**src/core/pagpm_pkg.sv**
```systemverilog
package pagpm_pkg;
  // Register map, lower 16 address bits
  localparam logic [15:0] PAGPM_ADDR_DIR  = 16'hFFD1;
  localparam logic [15:0] PAGPM_ADDR_DATA = 16'hFFD3;
  // Reset values and fixed read answers
  localparam logic [7:0]  PAGPM_DIR_RST   = 8'h00;
  localparam logic [7:0]  PAGPM_DATA_RST  = 8'h00;
  localparam logic [7:0]  PAGPM_DIR_READ  = 8'hFF;
  localparam logic [7:0]  PAGPM_UNMAPPED  = 8'h00;
  // Pins shared with timer channels
  localparam int          PAGPM_PIN_T2B   = 7;
  localparam int          PAGPM_PIN_T2A   = 6;
  localparam int          PAGPM_PIN_T1B   = 5;
  // Fields of a 3-bit timer side control
  localparam int          PAGPM_CTL_TOP   = 2;
  localparam int          PAGPM_CTL_MID   = 1;
  localparam int          PAGPM_CTL_LOW   = 0;
  // Claim as compare output: top bit 0, low bits not both 0
  function automatic logic pagpm_out_claim(input logic [2:0] ctl);
    pagpm_out_claim = !ctl[PAGPM_CTL_TOP] && (ctl[PAGPM_CTL_MID] || ctl[PAGPM_CTL_LOW]);
  endfunction
endpackage

```
**src/core/pagpm_port.sv**
```systemverilog
// Behaviour
// Unclaimed pin is output when direction bit 1, input when 0.
// Direction register is write-only; reads return all ones.
// Reset and hardware standby clear direction to all inputs.
// Software standby keeps direction, outputs keep driving.
// Data register read/write, cleared by reset and hardware standby.
// Port read gives stored data bit where direction bit is 1.
// Port read gives sampled pin level where direction bit is 0.
// Pin selection is identical in every processor operating mode.
// Unclaimed output drives data bit, or pattern output when enabled.
// Pin 7 drives timer 2 output B when its B control claims it.
// Pin 7 feeds timer 2 capture B when top bit 1, not pulse mode.
// Pin 6 drives timer 2 output A in pulse mode or when claimed.
// Pin 6 feeds timer 2 capture A whenever A top bit is 1.
// Pin 5 drives timer 1 output B when its B control claims it.
// Pin 5 feeds timer 1 capture B when top bit 1, not pulse mode.
// Selection is combinational; pins follow one clock later.
//
// The strobed register port was decided locally.
`timescale 1ns/1ps
`default_nettype none
module pagpm_port
  import pagpm_pkg::*;
#(
  parameter int W = 8
) (
  input  wire logic         i_mclk,
  input  wire logic         i_srst,
  input  wire logic         i_hw_stby,
  input  wire logic         i_sw_stby,
  input  wire logic [15:0]  i_addr,
  input  wire logic [W-1:0] i_wdata,
  input  wire logic         i_wr,
  input  wire logic         i_rd,
  output logic      [W-1:0] o_rdata,
  input  wire logic [W-1:0] i_pin,
  output logic      [W-1:0] o_pin,
  output logic      [W-1:0] o_pin_oe,
  input  wire logic [W-1:0] i_pattern_enable,
  input  wire logic [W-1:0] i_pattern_out,
  input  wire logic         i_timer2_pulse_mode,
  input  wire logic         i_timer1_pulse_mode,
  input  wire logic [2:0]   i_timer2_b_ctl,
  input  wire logic [2:0]   i_timer2_a_ctl,
  input  wire logic [2:0]   i_timer1_b_ctl,
  input  wire logic         i_timer2_io_b_out,
  input  wire logic         i_timer2_io_a_out,
  input  wire logic         i_timer1_io_b_out,
  output logic              o_timer2_io_b_in,
  output logic              o_timer2_io_a_in,
  output logic              o_timer1_io_b_in,
  output logic              o_timer2_cap_b_en,
  output logic              o_timer2_cap_a_en,
  output logic              o_timer1_cap_b_en
);

  logic [W-1:0] dir_reg;
  logic [W-1:0] data_reg;
  logic [W-1:0] pin_next;
  logic [W-1:0] oe_next;
  logic [W-1:0] port_view;
  logic [W-1:0] rdata_next;
  logic         t2b_claim;
  logic         t2a_claim;
  logic         t1b_claim;
  logic         clear_all;

  // Highest pin that no timer channel claims here
  localparam int LOW_TOP = PAGPM_PIN_T1B - 1;

  // Reset and hardware standby both clear; software standby does not
  assign clear_all = i_srst || i_hw_stby;

  // Direction register, write only
  always_ff @(posedge i_mclk) begin
    if (clear_all) begin
      dir_reg <= PAGPM_DIR_RST;
    end else if (i_wr && i_addr == PAGPM_ADDR_DIR) begin
      dir_reg <= i_wdata;
    end
  end

  // Data register
  always_ff @(posedge i_mclk) begin
    if (clear_all) begin
      data_reg <= PAGPM_DATA_RST;
    end else if (i_wr && i_addr == PAGPM_ADDR_DATA) begin
      data_reg <= i_wdata;
    end
  end

  // Port view: data where output, pin level where input
  assign port_view = (dir_reg & data_reg) | (~dir_reg & i_pin);

  // Read decode
  always_comb begin
    rdata_next = PAGPM_UNMAPPED;
    if (i_addr == PAGPM_ADDR_DIR) begin
      rdata_next = PAGPM_DIR_READ;
    end else if (i_addr == PAGPM_ADDR_DATA) begin
      rdata_next = port_view;
    end
  end

  // Read data stands only in the cycle after the strobe
  always_ff @(posedge i_mclk) begin
    if (i_srst) begin
      o_rdata <= PAGPM_UNMAPPED;
    end else if (i_rd) begin
      o_rdata <= rdata_next;
    end else begin
      o_rdata <= PAGPM_UNMAPPED;
    end
  end

  // Timer claims; no operating-mode input exists
  assign t2b_claim = pagpm_out_claim(i_timer2_b_ctl);
  assign t2a_claim = i_timer2_pulse_mode || pagpm_out_claim(i_timer2_a_ctl);
  assign t1b_claim = pagpm_out_claim(i_timer1_b_ctl);

  // Pin function selection
  always_comb begin
    oe_next  = dir_reg;
    pin_next = (i_pattern_enable & i_pattern_out) | (~i_pattern_enable & data_reg);
    if (t2b_claim) begin
      oe_next[PAGPM_PIN_T2B]  = 1'b1;
      pin_next[PAGPM_PIN_T2B] = i_timer2_io_b_out;
    end
    if (t2a_claim) begin
      oe_next[PAGPM_PIN_T2A]  = 1'b1;
      pin_next[PAGPM_PIN_T2A] = i_timer2_io_a_out;
    end
    if (t1b_claim) begin
      oe_next[PAGPM_PIN_T1B]  = 1'b1;
      pin_next[PAGPM_PIN_T1B] = i_timer1_io_b_out;
    end
  end

  // Registered pin drive, one clock after any selector change
  always_ff @(posedge i_mclk) begin
    if (clear_all) begin
      o_pin    <= PAGPM_DATA_RST;
      o_pin_oe <= PAGPM_DIR_RST;
    end else begin
      o_pin    <= pin_next;
      o_pin_oe <= oe_next;
    end
  end

  // Capture enables toward the timer
  always_ff @(posedge i_mclk) begin
    if (i_srst) begin
      o_timer2_cap_b_en <= 1'b0;
      o_timer2_cap_a_en <= 1'b0;
      o_timer1_cap_b_en <= 1'b0;
    end else begin
      o_timer2_cap_b_en <= i_timer2_b_ctl[PAGPM_CTL_TOP] && !i_timer2_pulse_mode;
      o_timer2_cap_a_en <= i_timer2_a_ctl[PAGPM_CTL_TOP];
      o_timer1_cap_b_en <= i_timer1_b_ctl[PAGPM_CTL_TOP] && !i_timer1_pulse_mode;
    end
  end

  // Capture inputs: pin level, forced low when not selected
  always_ff @(posedge i_mclk) begin
    if (i_srst) begin
      o_timer2_io_b_in <= 1'b0;
      o_timer2_io_a_in <= 1'b0;
      o_timer1_io_b_in <= 1'b0;
    end else begin
      o_timer2_io_b_in <= i_pin[PAGPM_PIN_T2B] && i_timer2_b_ctl[PAGPM_CTL_TOP]
                          && !i_timer2_pulse_mode;
      o_timer2_io_a_in <= i_pin[PAGPM_PIN_T2A] && i_timer2_a_ctl[PAGPM_CTL_TOP];
      o_timer1_io_b_in <= i_pin[PAGPM_PIN_T1B] && i_timer1_b_ctl[PAGPM_CTL_TOP]
                          && !i_timer1_pulse_mode;
    end
  end
endmodule
`default_nettype wire

```
**config.mk**
```make
export PLATFORM = sky130hd
export DESIGN_NAME = pagpm_port
export DESIGN_NICKNAME = d
export VERILOG_FILES = /design/src/core/pagpm_pkg.sv /design/src/core/pagpm_port.sv
export SDC_FILE = /design/constraint.sdc
export NUM_CORES = 1
export LEC_CHECK = 0
export ABC_AREA = 1
export ABC_CLOCK_PERIOD_IN_PS = 1800
export BUFFER_PORTS_ARGS = -buffer_cell sky130_fd_sc_hd__buf_2
export CORE_ASPECT_RATIO = 1.5
export CORE_MARGIN = 2
export CORE_UTILIZATION = 40
export DETAILED_ROUTE_END_ITERATION = 10
export PLACE_DENSITY = 0.71
export SYNTH_ARGS = -nofsm -noshare
export SYNTH_HDL_FRONTEND = slang
export SYNTH_SLANG_ARGS = --single-unit
export TNS_END_PERCENT = 5
```
**constraint.sdc**
```tcl
create_clock -name i_mclk -period 1.8 [get_ports i_mclk]
set_clock_uncertainty 0.05 [all_clocks]
set_input_delay 0 -clock i_mclk [delete_from_list [all_inputs] [get_ports i_mclk]]
set_output_delay 0 -clock i_mclk [all_outputs]
set_load 0.02 [all_outputs]
```
==> flow_summary_export.csv, run 1 <==
group,metric,value,unit
drt,route.antenna.remaining_nets,0,
clocking,clkSinkCount,46,
clocking,cts.root.buffer_cell,"sky130_fd_sc_hd__clkbuf_8",
run_status,status,"complete, no violations",
yosys,postSynthAreaPerCell,7.57,sq um
worst_hold_path,hold_path_end,"data_reg[0]",
finish,drive_gt1_frac,0.324,
yosys,yosys-top-cells-area,"sky130_fd_sc_hd__dfxtp_1 47%, sky130_fd_sc_hd__nand2_1 9.2%, sky130_fd_sc_hd__a21oi_1 8.7%",
drt,viasPerCell,4.48,
yosys,postSynthRegisterBits,46,
timing,worst_slew_pin_slew,539,ps
yosys,synth_area,1960,sq um
drt,drtPass1Iterations,4,
finish,area_delta_synth_final,49.9,%
floorplan,core_area,4770,sq um
timing,slew_violations,0,
worst_setup_path,timing.critical_path.required,1940,ps
drt,route.detailed.drc,0,
drt,route.detailed.wl_per_inst,11.0,um
clocking,clock_tree_from_tritoncts,"yes",
yosys,syn_nets,327,
place,gp_congestion,0.711,
place,place.detailed.hpwl,3.45,mm
power_and_ir_drop,switchingPower,0.000440,W
drt,routed_wirelength,5.03,mm
power_and_ir_drop,cell_internal_pwr,0.00147,W
finish,fillerInstances,468,
yosys,yosys.area_share.simple,0.300,
yosys,synth-edff-count,0,
timing,finalSetupViolations,0,
power_and_ir_drop,share_clk_of_total_power,0.316,
timing,whs,2.78,ps
clocking,cts-buffers-inserted,5,
grt,grt_remaining_overflow,0,
floorplan,io_count,98,
floorplan,initial_core_util,0.411,
worst_setup_path,crit_type,"in -> reg",
timing,finalHoldViolCount,0,
power_and_ir_drop,combPwrFrac,0.141,
yosys,yosysTopAreaCellShare,0.469,
timing,final.period_utilization,0.831,
yosys,post_synth_most_frequent_cells,"48 x sky130_fd_sc_hd__nand2_1, 46 x sky130_fd_sc_hd__dfxtp_1, 35 x sky130_fd_sc_hd__inv_1",
floorplan,dieWidth,61.2,um
clocking,clk_path_buf_depth,2,
worst_setup_path,regToRegEndpoint,"o_pin[5]",
worst_setup_path,worst_r2r_startpoint,"data_reg[5]",
worst_hold_path,min-delay-start,"i_hw_stby",
yosys,synth.most_common_cell,"sky130_fd_sc_hd__nand2_1",
floorplan,floorplan.die_area,5490,sq um
clocking,cts_htree_levels,2,
worst_hold_path,hold_class,"in -> reg",
place,place.port_buffers,96,
floorplan,num_rows,31,
power_and_ir_drop,highest_ir_drop_seen_on_vdd,0.306,mV
finish,antennaDiodeCount,0,
timing,rsz0062_at_grt,"false",
worst_setup_path,arrival,1630,ps
worst_setup_path,worstSetupEndpointType,"flip-flop",
clocking,cts.clk_slew.worst_paths,80,ps
grt,grt_pass1_vias,2019,
yosys,yosys-mux-area-fraction,0.0102,
drt,drt_iter0_markers,46,
worst_setup_path,worst-path-max-fanout,1,
yosys,ys_warn_count,0,
worst_hold_path,timing.hold.worst_path_depth,4,
yosys,synth_top_family_by_area,"simple AND/OR/NAND/NOR gates",
worst_setup_path,worst_reg_to_reg_path_cell_count,4,
yosys,seq_area_frac_synth,0.469,
worst_setup_path,setup.worst_path.start_class,"primary input",
yosys,yosysUniqueCellTypes,19,
clocking,clock_latency,290,ps
drt,dr_total_vias,2053,
yosys,yosysTopAreaCell,"sky130_fd_sc_hd__dfxtp_1",
finish,finalNetCount,461,
power_and_ir_drop,sequentialPowerShare,0.543,
grt,antenna_found_initial,0,
yosys,synthFlopType,"sky130_fd_sc_hd__dfxtp_1",
yosys,synth_adder_area_share,0,
timing,min_period,1500,ps
grt,track_usage,0.196,
power_and_ir_drop,switching_share,0.231,
timing,worst_slew_margin_rel,0.641,
yosys,xor_xnor_share_of_the_synthesized_area,0,
timing,max_freq,0.669,GHz
yosys,synth_compound_area_frac,0.128,
yosys,synth-async-reset-ratio,0,
worst_setup_path,regToRegSetupSlack,320,ps
power_and_ir_drop,power_per_cell_area,648,nW/um^2
timing,totalNegativeSetupSlack,0,ps
power_and_ir_drop,power.leakage,1.46,nW
grt,pin_count_of_the_biggest_net_entering_global_routing,33,
job,timing.max_cap.violations,0,
grt,first_pass_grt_wire_length,8.34,mm
yosys,post_synth_inst_count,259,
floorplan,chipHeight,89.8,um
logic make-up (layout without fill, tap and decap cells):
| group | count (synthesis) | count (layout) |
|---|---|---|
| AND/OR/NAND/NOR | 118 | 118 |
| AO/OA/AOI/OAI | 50 | 50 |
| flip-flops | 46 | 46 |
| buffers and inverters | 43 | 176 |
| multiplexers | 2 | 2 |
timing repair:
item | 4_1_cts | 5_1_grt
gates resized for setup | 0 | 1
hold buffers | 38 | 0
endpoints found under the setup margin | 0 | 2
hold endpoints to repair | 26 | 0
setup buffers | 0 | 0
layout make-up:
type | instances | area (sq um) | share of cell area
Inverter | 36 | 135 | 0.0460
Clock buffer | 6 | 82.6 | 0.0281
Tap cell | 66 | 82.6 | 0.0281
Sequential cell | 46 | 921 | 0.313
Multi-Input combinational cell | 170 | 858 | 0.292
Timing Repair Buffer | 134 | 861 | 0.293
power groups by stage:
stage / clock [W] / combinational [W] / sequential, W
detailed placement: 0 / 0.000210 / 0.00106
CTS: 0.000618 / 0.000267 / 0.00103
floorplan: 0 / 0.0000862 / 0.00108
global placement: 0 / 0.000207 / 0.00106
finish: 0.000603 / 0.000268 / 0.00103
global route: 0.000648 / 0.000300 / 0.00104
layer usage:
layer  share of wire  track usage
met5               0            0
met4           0.026       0.0797
met3           0.056       0.0331
met2            0.56        0.369
met1            0.36        0.196
worst max-delay path by stage:
| stage | startpoint | to | slack, ps | cells after the start |
|---|---|---|---|---|
| after global placement | i_addr[5] | o_rdata[1] | 720 | 8 |
| final | i_pattern_out[5] | o_pin[5] | 300 | 6 |
| after floorplan | i_addr[5] | o_rdata[5] | 970 | 8 |
| after CTS | i_pattern_out[5] | o_pin[5] | 20 | 6 |
| after detailed placement | i_addr[5] | o_rdata[4] | 700 | 8 |
| after global routing | i_pattern_out[5] | o_pin[5] | 250 | 6 |
layout by cell type (no fill, tap or decap), drive strengths merged:
| cell type | netlist | final |
|---|---|---|
| dlymetal6s4s | 0 | 1 |
| clkbuf | 2 | 6 |
| nor2 | 35 | 35 |
| buf | 5 | 97 |
| nor4 | 2 | 2 |
| mux2i | 2 | 2 |
| inv | 36 | 36 |
| nand3 | 16 | 16 |
| dfxtp | 46 | 46 |
| nand2 | 62 | 62 |
| o21ai | 16 | 16 |
| nor3 | 3 | 3 |
| a21oi | 34 | 34 |
| dlygate4sd3 | 0 | 36 |
critical path, stage by stage:
cell and delay (ps):
sky130_fd_sc_hd__dlygate4sd3_1 540, sky130_fd_sc_hd__buf_2 120, sky130_fd_sc_hd__mux2i_1 140, sky130_fd_sc_hd__dlymetal6s4s_1 220
sky130_fd_sc_hd__a21oi_1 60, sky130_fd_sc_hd__dlygate4sd3_1 550
metrics by stage:
stage | power, W | std cells | util | setup WS [ps] | instance area [sq um]
after floorplan | 0.00117 | 259 | - | 971 | 1960
after global placement | 0.00126 | 415 | 0.521 | 723 | 2480
after detailed placement | 0.00127 | 415 | 0.521 | 697 | 2480
after CTS | 0.00192 | 459 | 0.618 | 22.2 | 2950
after global routing | 0.00198 | 458 | 0.616 | 253 | 2940
final | 0.00191 | 458 | 0.616 | 304 | 2940
Note: power is estimated with default switching activity, not from simulation.
==> inputs of run 2 (changes only) <==
ABC_CLOCK_PERIOD_IN_PS = 1320   (was 1800)
PLACE_DENSITY = 0.74   (was 0.71)
clock period = 1.32 ns   (was 1.8 ns; I/O delays follow)
==> run 2 against run 1 <==
The flow now finishes with violations (negative hold slack); total power rose by 48%; sequential power increased by 37%; critical path type unchanged; largest power group unchanged; via count is 0.93% higher; highest routed layer unchanged.
==> flow_summary_export.csv, run 2 (same netlist as run 1, synthesis figures left out) <==
group,metric,value,unit
run_status,status,"finished with violations",
run_status,violations,"negative hold slack",
clocking,post-cts-setup-buffers,0,
timing,totalNegativeSetupSlack,0,ps
timing,min_period,1290,ps
drt,route.detailed.wl_per_inst,11.0,um
place,place.detailed.hpwl,3.47,mm
power_and_ir_drop,power.leakage,1.49,nW
place,place.port_buffers,96,
power_and_ir_drop,design_power_total,0.00283,W
finish,area_delta_synth_final,52.8,%
grt,global_route.usage.met2,0.379,
worst_setup_path,timing.critical_path.max_delay_family,"buffers and inverters",
floorplan,core_area,4770,sq um
grt,track_usage,0.199,
clocking,clock_tree_from_tritoncts,"yes",
drt,dr_total_vias,2072,
floorplan,io_count,98,
worst_setup_path,critical_path_buf_inv_count,3,
worst_setup_path,critical-path-slowest-cell,"sky130_fd_sc_hd__dlygate4sd3_1",
clocking,clk_path_buf_depth,2,
worst_setup_path,setup.worst_path.start_class,"primary input",
job,timing.max_cap.violations,0,
grt,met3_usage,0.0388,
finish,finalNetCount,464,
drt,drtPass1Iterations,4,
clocking,clkSinkCount,46,
worst_setup_path,path_cells,"dlygate4sd3_1, buf_2, nor4_1, dlygate4sd3_1",
worst_setup_path,worst-path-max-fanout,3,
grt,grt_pass1_vias,2066,
timing,rsz0062_at_grt,"true",
place,gp_congestion,0.761,
clocking,cts-buffers-inserted,5,
drt,viasPerCell,4.48,
grt,first_pass_grt_wire_length,8.44,mm
finish,antennaDiodeCount,0,
timing,worst_slew_margin_rel,0.646,
finish,mostFrequentLayoutCell,"sky130_fd_sc_hd__buf_2",
timing,finalHoldViolCount,1,
grt,busiest_layer,"met2",
finish,commonest_non_fill_non_tap_cells_in_the_layout,"96 x sky130_fd_sc_hd__buf_2, 48 x sky130_fd_sc_hd__nand2_1, 45 x sky130_fd_sc_hd__dfxtp_1",
grt,met1_usage,0.188,
floorplan,initial_core_util,0.411,
clocking,cts.clk_slew.worst_paths,80,ps
floorplan,num_rows,31,
timing,whs,-39.7,ps
timing,max_freq,0.774,GHz
drt,routed_wirelength,5.11,mm
timing,slew_violations,0,
finish,drive_gt1_frac,0.332,
floorplan,floorplan.die_area,5490,sq um
drt,route.detailed.drc,0,
floorplan,chipHeight,89.8,um
clocking,cts.root.buffer_cell,"sky130_fd_sc_hd__clkbuf_8",
finish,finish.instance_area,3000,sq um
worst_setup_path,worstSetupEndpointType,"flip-flop",
grt,antenna_found_initial,0,
worst_setup_path,critical-path-top-cell-by-count,"sky130_fd_sc_hd__dlygate4sd3_1",
grt,grt_remaining_overflow,0,
drt,drt_iter0_markers,36,
clocking,cts_htree_levels,2,
timing,worst_slew_pin_slew,531,ps
clocking,clock_latency,300,ps
floorplan,dieWidth,61.2,um
drt,route.antenna.remaining_nets,0,
timing,finalSetupViolations,0,
grt,pin_count_of_the_biggest_net_entering_global_routing,33,
worst_setup_path,timing.critical_path.required,1510,ps
worst_setup_path,crit_type,"in -> reg",
timing,final.period_utilization,0.978,
place,dpl-instance-area,2500,sq um
worst_setup_path,arrival,1480,ps
worst_setup_path,crit_path_max_incr_delay,570,ps
power_and_ir_drop,power_per_cell_area,943,nW/um^2
power_and_ir_drop,highest_ir_drop_seen_on_vdd,0.578,mV
worst_hold_path,hold_class,"in -> reg",
-- run 2: cell count changes in the layout (fill, tap and decap cells not counted) --
cell	before	now
sky130_fd_sc_hd__dfxtp_1	46	45
sky130_fd_sc_hd__o21ai_0	16	13
sky130_fd_sc_hd__clkinvlp_4	0	2
sky130_fd_sc_hd__dlygate4sd3_1	36	37
sky130_fd_sc_hd__bufinv_16	0	1
sky130_fd_sc_hd__dfxtp_2	0	1
sky130_fd_sc_hd__clkbuf_8	6	5
sky130_fd_sc_hd__o21ai_1	0	3
sky130_fd_sc_hd__buf_4	1	3
-- run 2: where the power goes --
| group | internal (W) | total [W] | switching [W] |
|---|---|---|---|
| logic | 0.000194 | 0.000375 | 0.000181 |
| registers | 0.00141 | 0.00141 | 0.00000457 |
| clock network | 0.000563 | 0.00104 | 0.000477 |
| total | 0.00216 | 0.00283 | 0.000663 |
-- run 2: final cells by class --
cell class / instances / area [sq um]
Fill cell: 460 / 1770
Sequential cell: 46 / 922
Clock inverter: 3 / 45.0
Inverter: 36 / 135
Multi-Input combinational cell: 170 / 858
Timing Repair Buffer: 137 / 886
Clock buffer: 5 / 68.8
Tap cell: 66 / 82.6
-- run 2: layer usage --
metal / share of wire / vias up
met2: 0.56 / 62
met3: 0.049 / 10
met4: 0.029 / 0
met5: 0 / -
li1: - / 1087
met1: 0.36 / 913
-- run 2: repair_timing --
| item | 4_1_cts | 5_1_grt |
|---|---|---|
| hold buffers | 39 | 0 |
| resized for setup | 0 | 5 |
| hold endpoints to repair | 33 | 0 |
| endpoints found under the setup margin | 0 | 6 |
-- run 2: worst min-delay path, stage by stage --
cell,delay (ps)
sky130_fd_sc_hd__buf_2,90
sky130_fd_sc_hd__mux2i_1,70
sky130_fd_sc_hd__a21oi_1,110
-- run 2: through the flow --
step,instances,util,worst slack (ps)
6_report,463,0.628,28.8
5_1_grt,463,0.628,-24.2
4_1_cts,464,0.630,36.5
3_5_place_dp,417,0.524,235
3_3_place_gp,417,0.524,240
2_1_floorplan,259,-,491
-- run 2: path summary, 6_finish.rpt --
| kind | startpoint | end | slack (ps) | cells past startpoint |
|---|---|---|---|---|
| worst max-delay path | i_timer2_pulse_mode | o_timer2_io_b_in | 30 | 4 |
| worst min-delay path | i_pattern_enable[7] | o_pin[7] | -40 | 3 |
| worst max register to register | data_reg[3] | o_pin[3] | 30 | 3 |
| worst min register to register | dir_reg[1] | o_pin_oe[1] | 420 | 2 |
==> inputs of run 3 (changes only) <==
PLACE_DENSITY = 0.85   (was 0.74)
==> run 3 against run 2 <==
The run now ends clean; wire length up 12%; utilization grew 0.84 points; via count up 4.9%; clock power decreased by 14%; largest power group unchanged; highest routed layer unchanged.
==> flow_summary_export.csv, run 3 (same netlist as run 1, synthesis figures left out) <==
group,metric,value,unit
floorplan,core_area,4770,sq um
grt,antenna_found_initial,0,
timing,finalSetupViolations,0,
power_and_ir_drop,power.leakage,1.50,nW
drt,drtPass1Iterations,4,
grt,grt_pass1_vias,2243,
finish,antennaDiodeCount,0,
clocking,clock_latency,300,ps
clocking,cts.clk_slew.worst_paths,90,ps
place,place.detailed.hpwl,3.65,mm
worst_setup_path,crit_type,"in -> reg",
finish,drive_gt1_frac,0.343,
worst_setup_path,worst-path-max-fanout,2,
grt,track_usage,0.222,
timing,rsz0062_at_grt,"false",
drt,route.top_layer_used,"met4",
drt,viasPerCell,4.67,
timing,final.period_utilization,0.989,
floorplan,floorplan.die_area,5490,sq um
timing,max_freq,0.766,GHz
worst_setup_path,critical-path-slowest-cell,"sky130_fd_sc_hd__dlygate4sd3_1",
place,gp_congestion,0.735,
worst_setup_path,path_cells,"dlygate4sd3_1, buf_2, o21ai_1, a21oi_1, dlygate4sd3_1",
drt,route.detailed.wl_per_inst,12.4,um
floorplan,io_count,98,
drt,dr_total_vias,2173,
drt,met2_length,3.16,mm
clocking,cts_htree_levels,2,
job,timing.max_cap.violations,0,
floorplan,dieWidth,61.2,um
finish,fillerInstances,436,
floorplan,chipHeight,89.8,um
power_and_ir_drop,power_per_cell_area,891,nW/um^2
floorplan,initial_core_util,0.411,
clocking,post-cts-setup-buffers,0,
worst_setup_path,timing.critical_path.required,1470,ps
place,place.port_buffers,96,
finish,mostFrequentLayoutCell,"sky130_fd_sc_hd__buf_2",
drt,met3_routed_length,317,um
timing,worst_slew_pin_slew,521,ps
clocking,clock_tree_from_tritoncts,"yes",
worst_setup_path,worstSetupEndpointType,"flip-flop",
run_status,status,"complete, no violations",
clocking,cts.root.buffer_cell,"sky130_fd_sc_hd__clkbuf_8",
clocking,clkSinkCount,46,
timing,slew_violations,0,
drt,routed_wirelength,5.74,mm
floorplan,num_rows,31,
finish,finalNetCount,466,
timing,finalHoldViolCount,0,
drt,wl_met1,2.05,mm
clocking,cts-buffers-inserted,5,
grt,pin_count_of_the_biggest_net_entering_global_routing,33,
clocking,clk_path_buf_depth,2,
worst_setup_path,arrival,1450,ps
drt,route.detailed.drc,0,
timing,totalNegativeSetupSlack,0,ps
worst_setup_path,crit_path_max_incr_delay,560,ps
drt,route.antenna.remaining_nets,0,
grt,grt_remaining_overflow,0,
finish,commonest_non_fill_non_tap_cells_in_the_layout,"96 x sky130_fd_sc_hd__buf_2, 48 x sky130_fd_sc_hd__nand2_1, 43 x sky130_fd_sc_hd__dfxtp_1",
finish,area_delta_synth_final,54.8,%
worst_setup_path,critical_path_buf_inv_count,3,
worst_setup_path,setup.worst_path.start_class,"primary input",
drt,drt_iter0_markers,46,
worst_hold_path,hold_class,"in -> reg",
worst_setup_path,timing.critical_path.max_delay_family,"buffers and inverters",
grt,first_pass_grt_wire_length,9.23,mm
timing,worst_slew_margin_rel,0.652,
power_and_ir_drop,highest_ir_drop_seen_on_vdd,0.439,mV
timing,whs,8.80,ps
timing,min_period,1310,ps
worst_setup_path,critical-path-top-cell-by-count,"sky130_fd_sc_hd__dlygate4sd3_1",
run 3: per-stage QoR:
step           instance area [sq um]  utilization  setup slack (ps)  total power (W)  cells
3_3_place_gp                    2490        0.522               251          0.00172    416
5_1_grt                         3040        0.637              4.61          0.00283    465
4_1_cts                         3000        0.628              38.5          0.00270    465
2_1_floorplan                   1960            -               491          0.00159    259
6_report                        3040        0.637              14.0          0.00271    465
3_5_place_dp                    2490        0.522               191          0.00174    416
run 3: path summary, 6_finish.rpt:
path                                     startpoint          end  slack (ps)  cells after the start
worst min-delay path                       i_pin[2]   o_rdata[2]           9                      5
worst max-delay path            i_pattern_enable[2]     o_pin[2]          10                      5
worst max register to register          data_reg[4]     o_pin[4]          50                      3
worst min register to register           dir_reg[1]  o_pin_oe[1]         430                      2
run 3: power by group:
part / internal (W) / switching [W]
logic: 0.000203 / 0.000197
clock network: 0.000421 / 0.000475
registers: 0.00141 / 0.00000460
total: 0.00203 / 0.000676
run 3: timing repair:
action | CTS | global route
hold endpoints to repair | 32 | 1
endpoints found under the setup margin | 0 | 8
hold buffers | 41 | 1
resized for setup | 0 | 15
run 3: final cells by class:
class	count	area [sq um]	share of cell area
Timing Repair Buffer	139	913	0.301
Multi-Input combinational cell	170	887	0.292
Inverter	36	135	0.0445
Clock inverter	2	12.5	0.00412
Sequential cell	46	925	0.304
Tap cell	66	82.6	0.0272
Clock buffer	6	82.6	0.0272
run 3: routing by layer:
| layer | track usage | up-vias |
|---|---|---|
| li1 | - | 1091 |
| met1 | 0.213 | 965 |
| met2 | 0.406 | 96 |
| met3 | 0.0475 | 21 |
| met4 | 0.121 | 0 |
| met5 | 0 | - |
run 3: worst min-delay path, cell delays in order:
cell                      delay, ps
sky130_fd_sc_hd__buf_2           90
sky130_fd_sc_hd__nand2_1         50
sky130_fd_sc_hd__nand2_1         50
sky130_fd_sc_hd__nand2_2         60
sky130_fd_sc_hd__a21oi_1         50
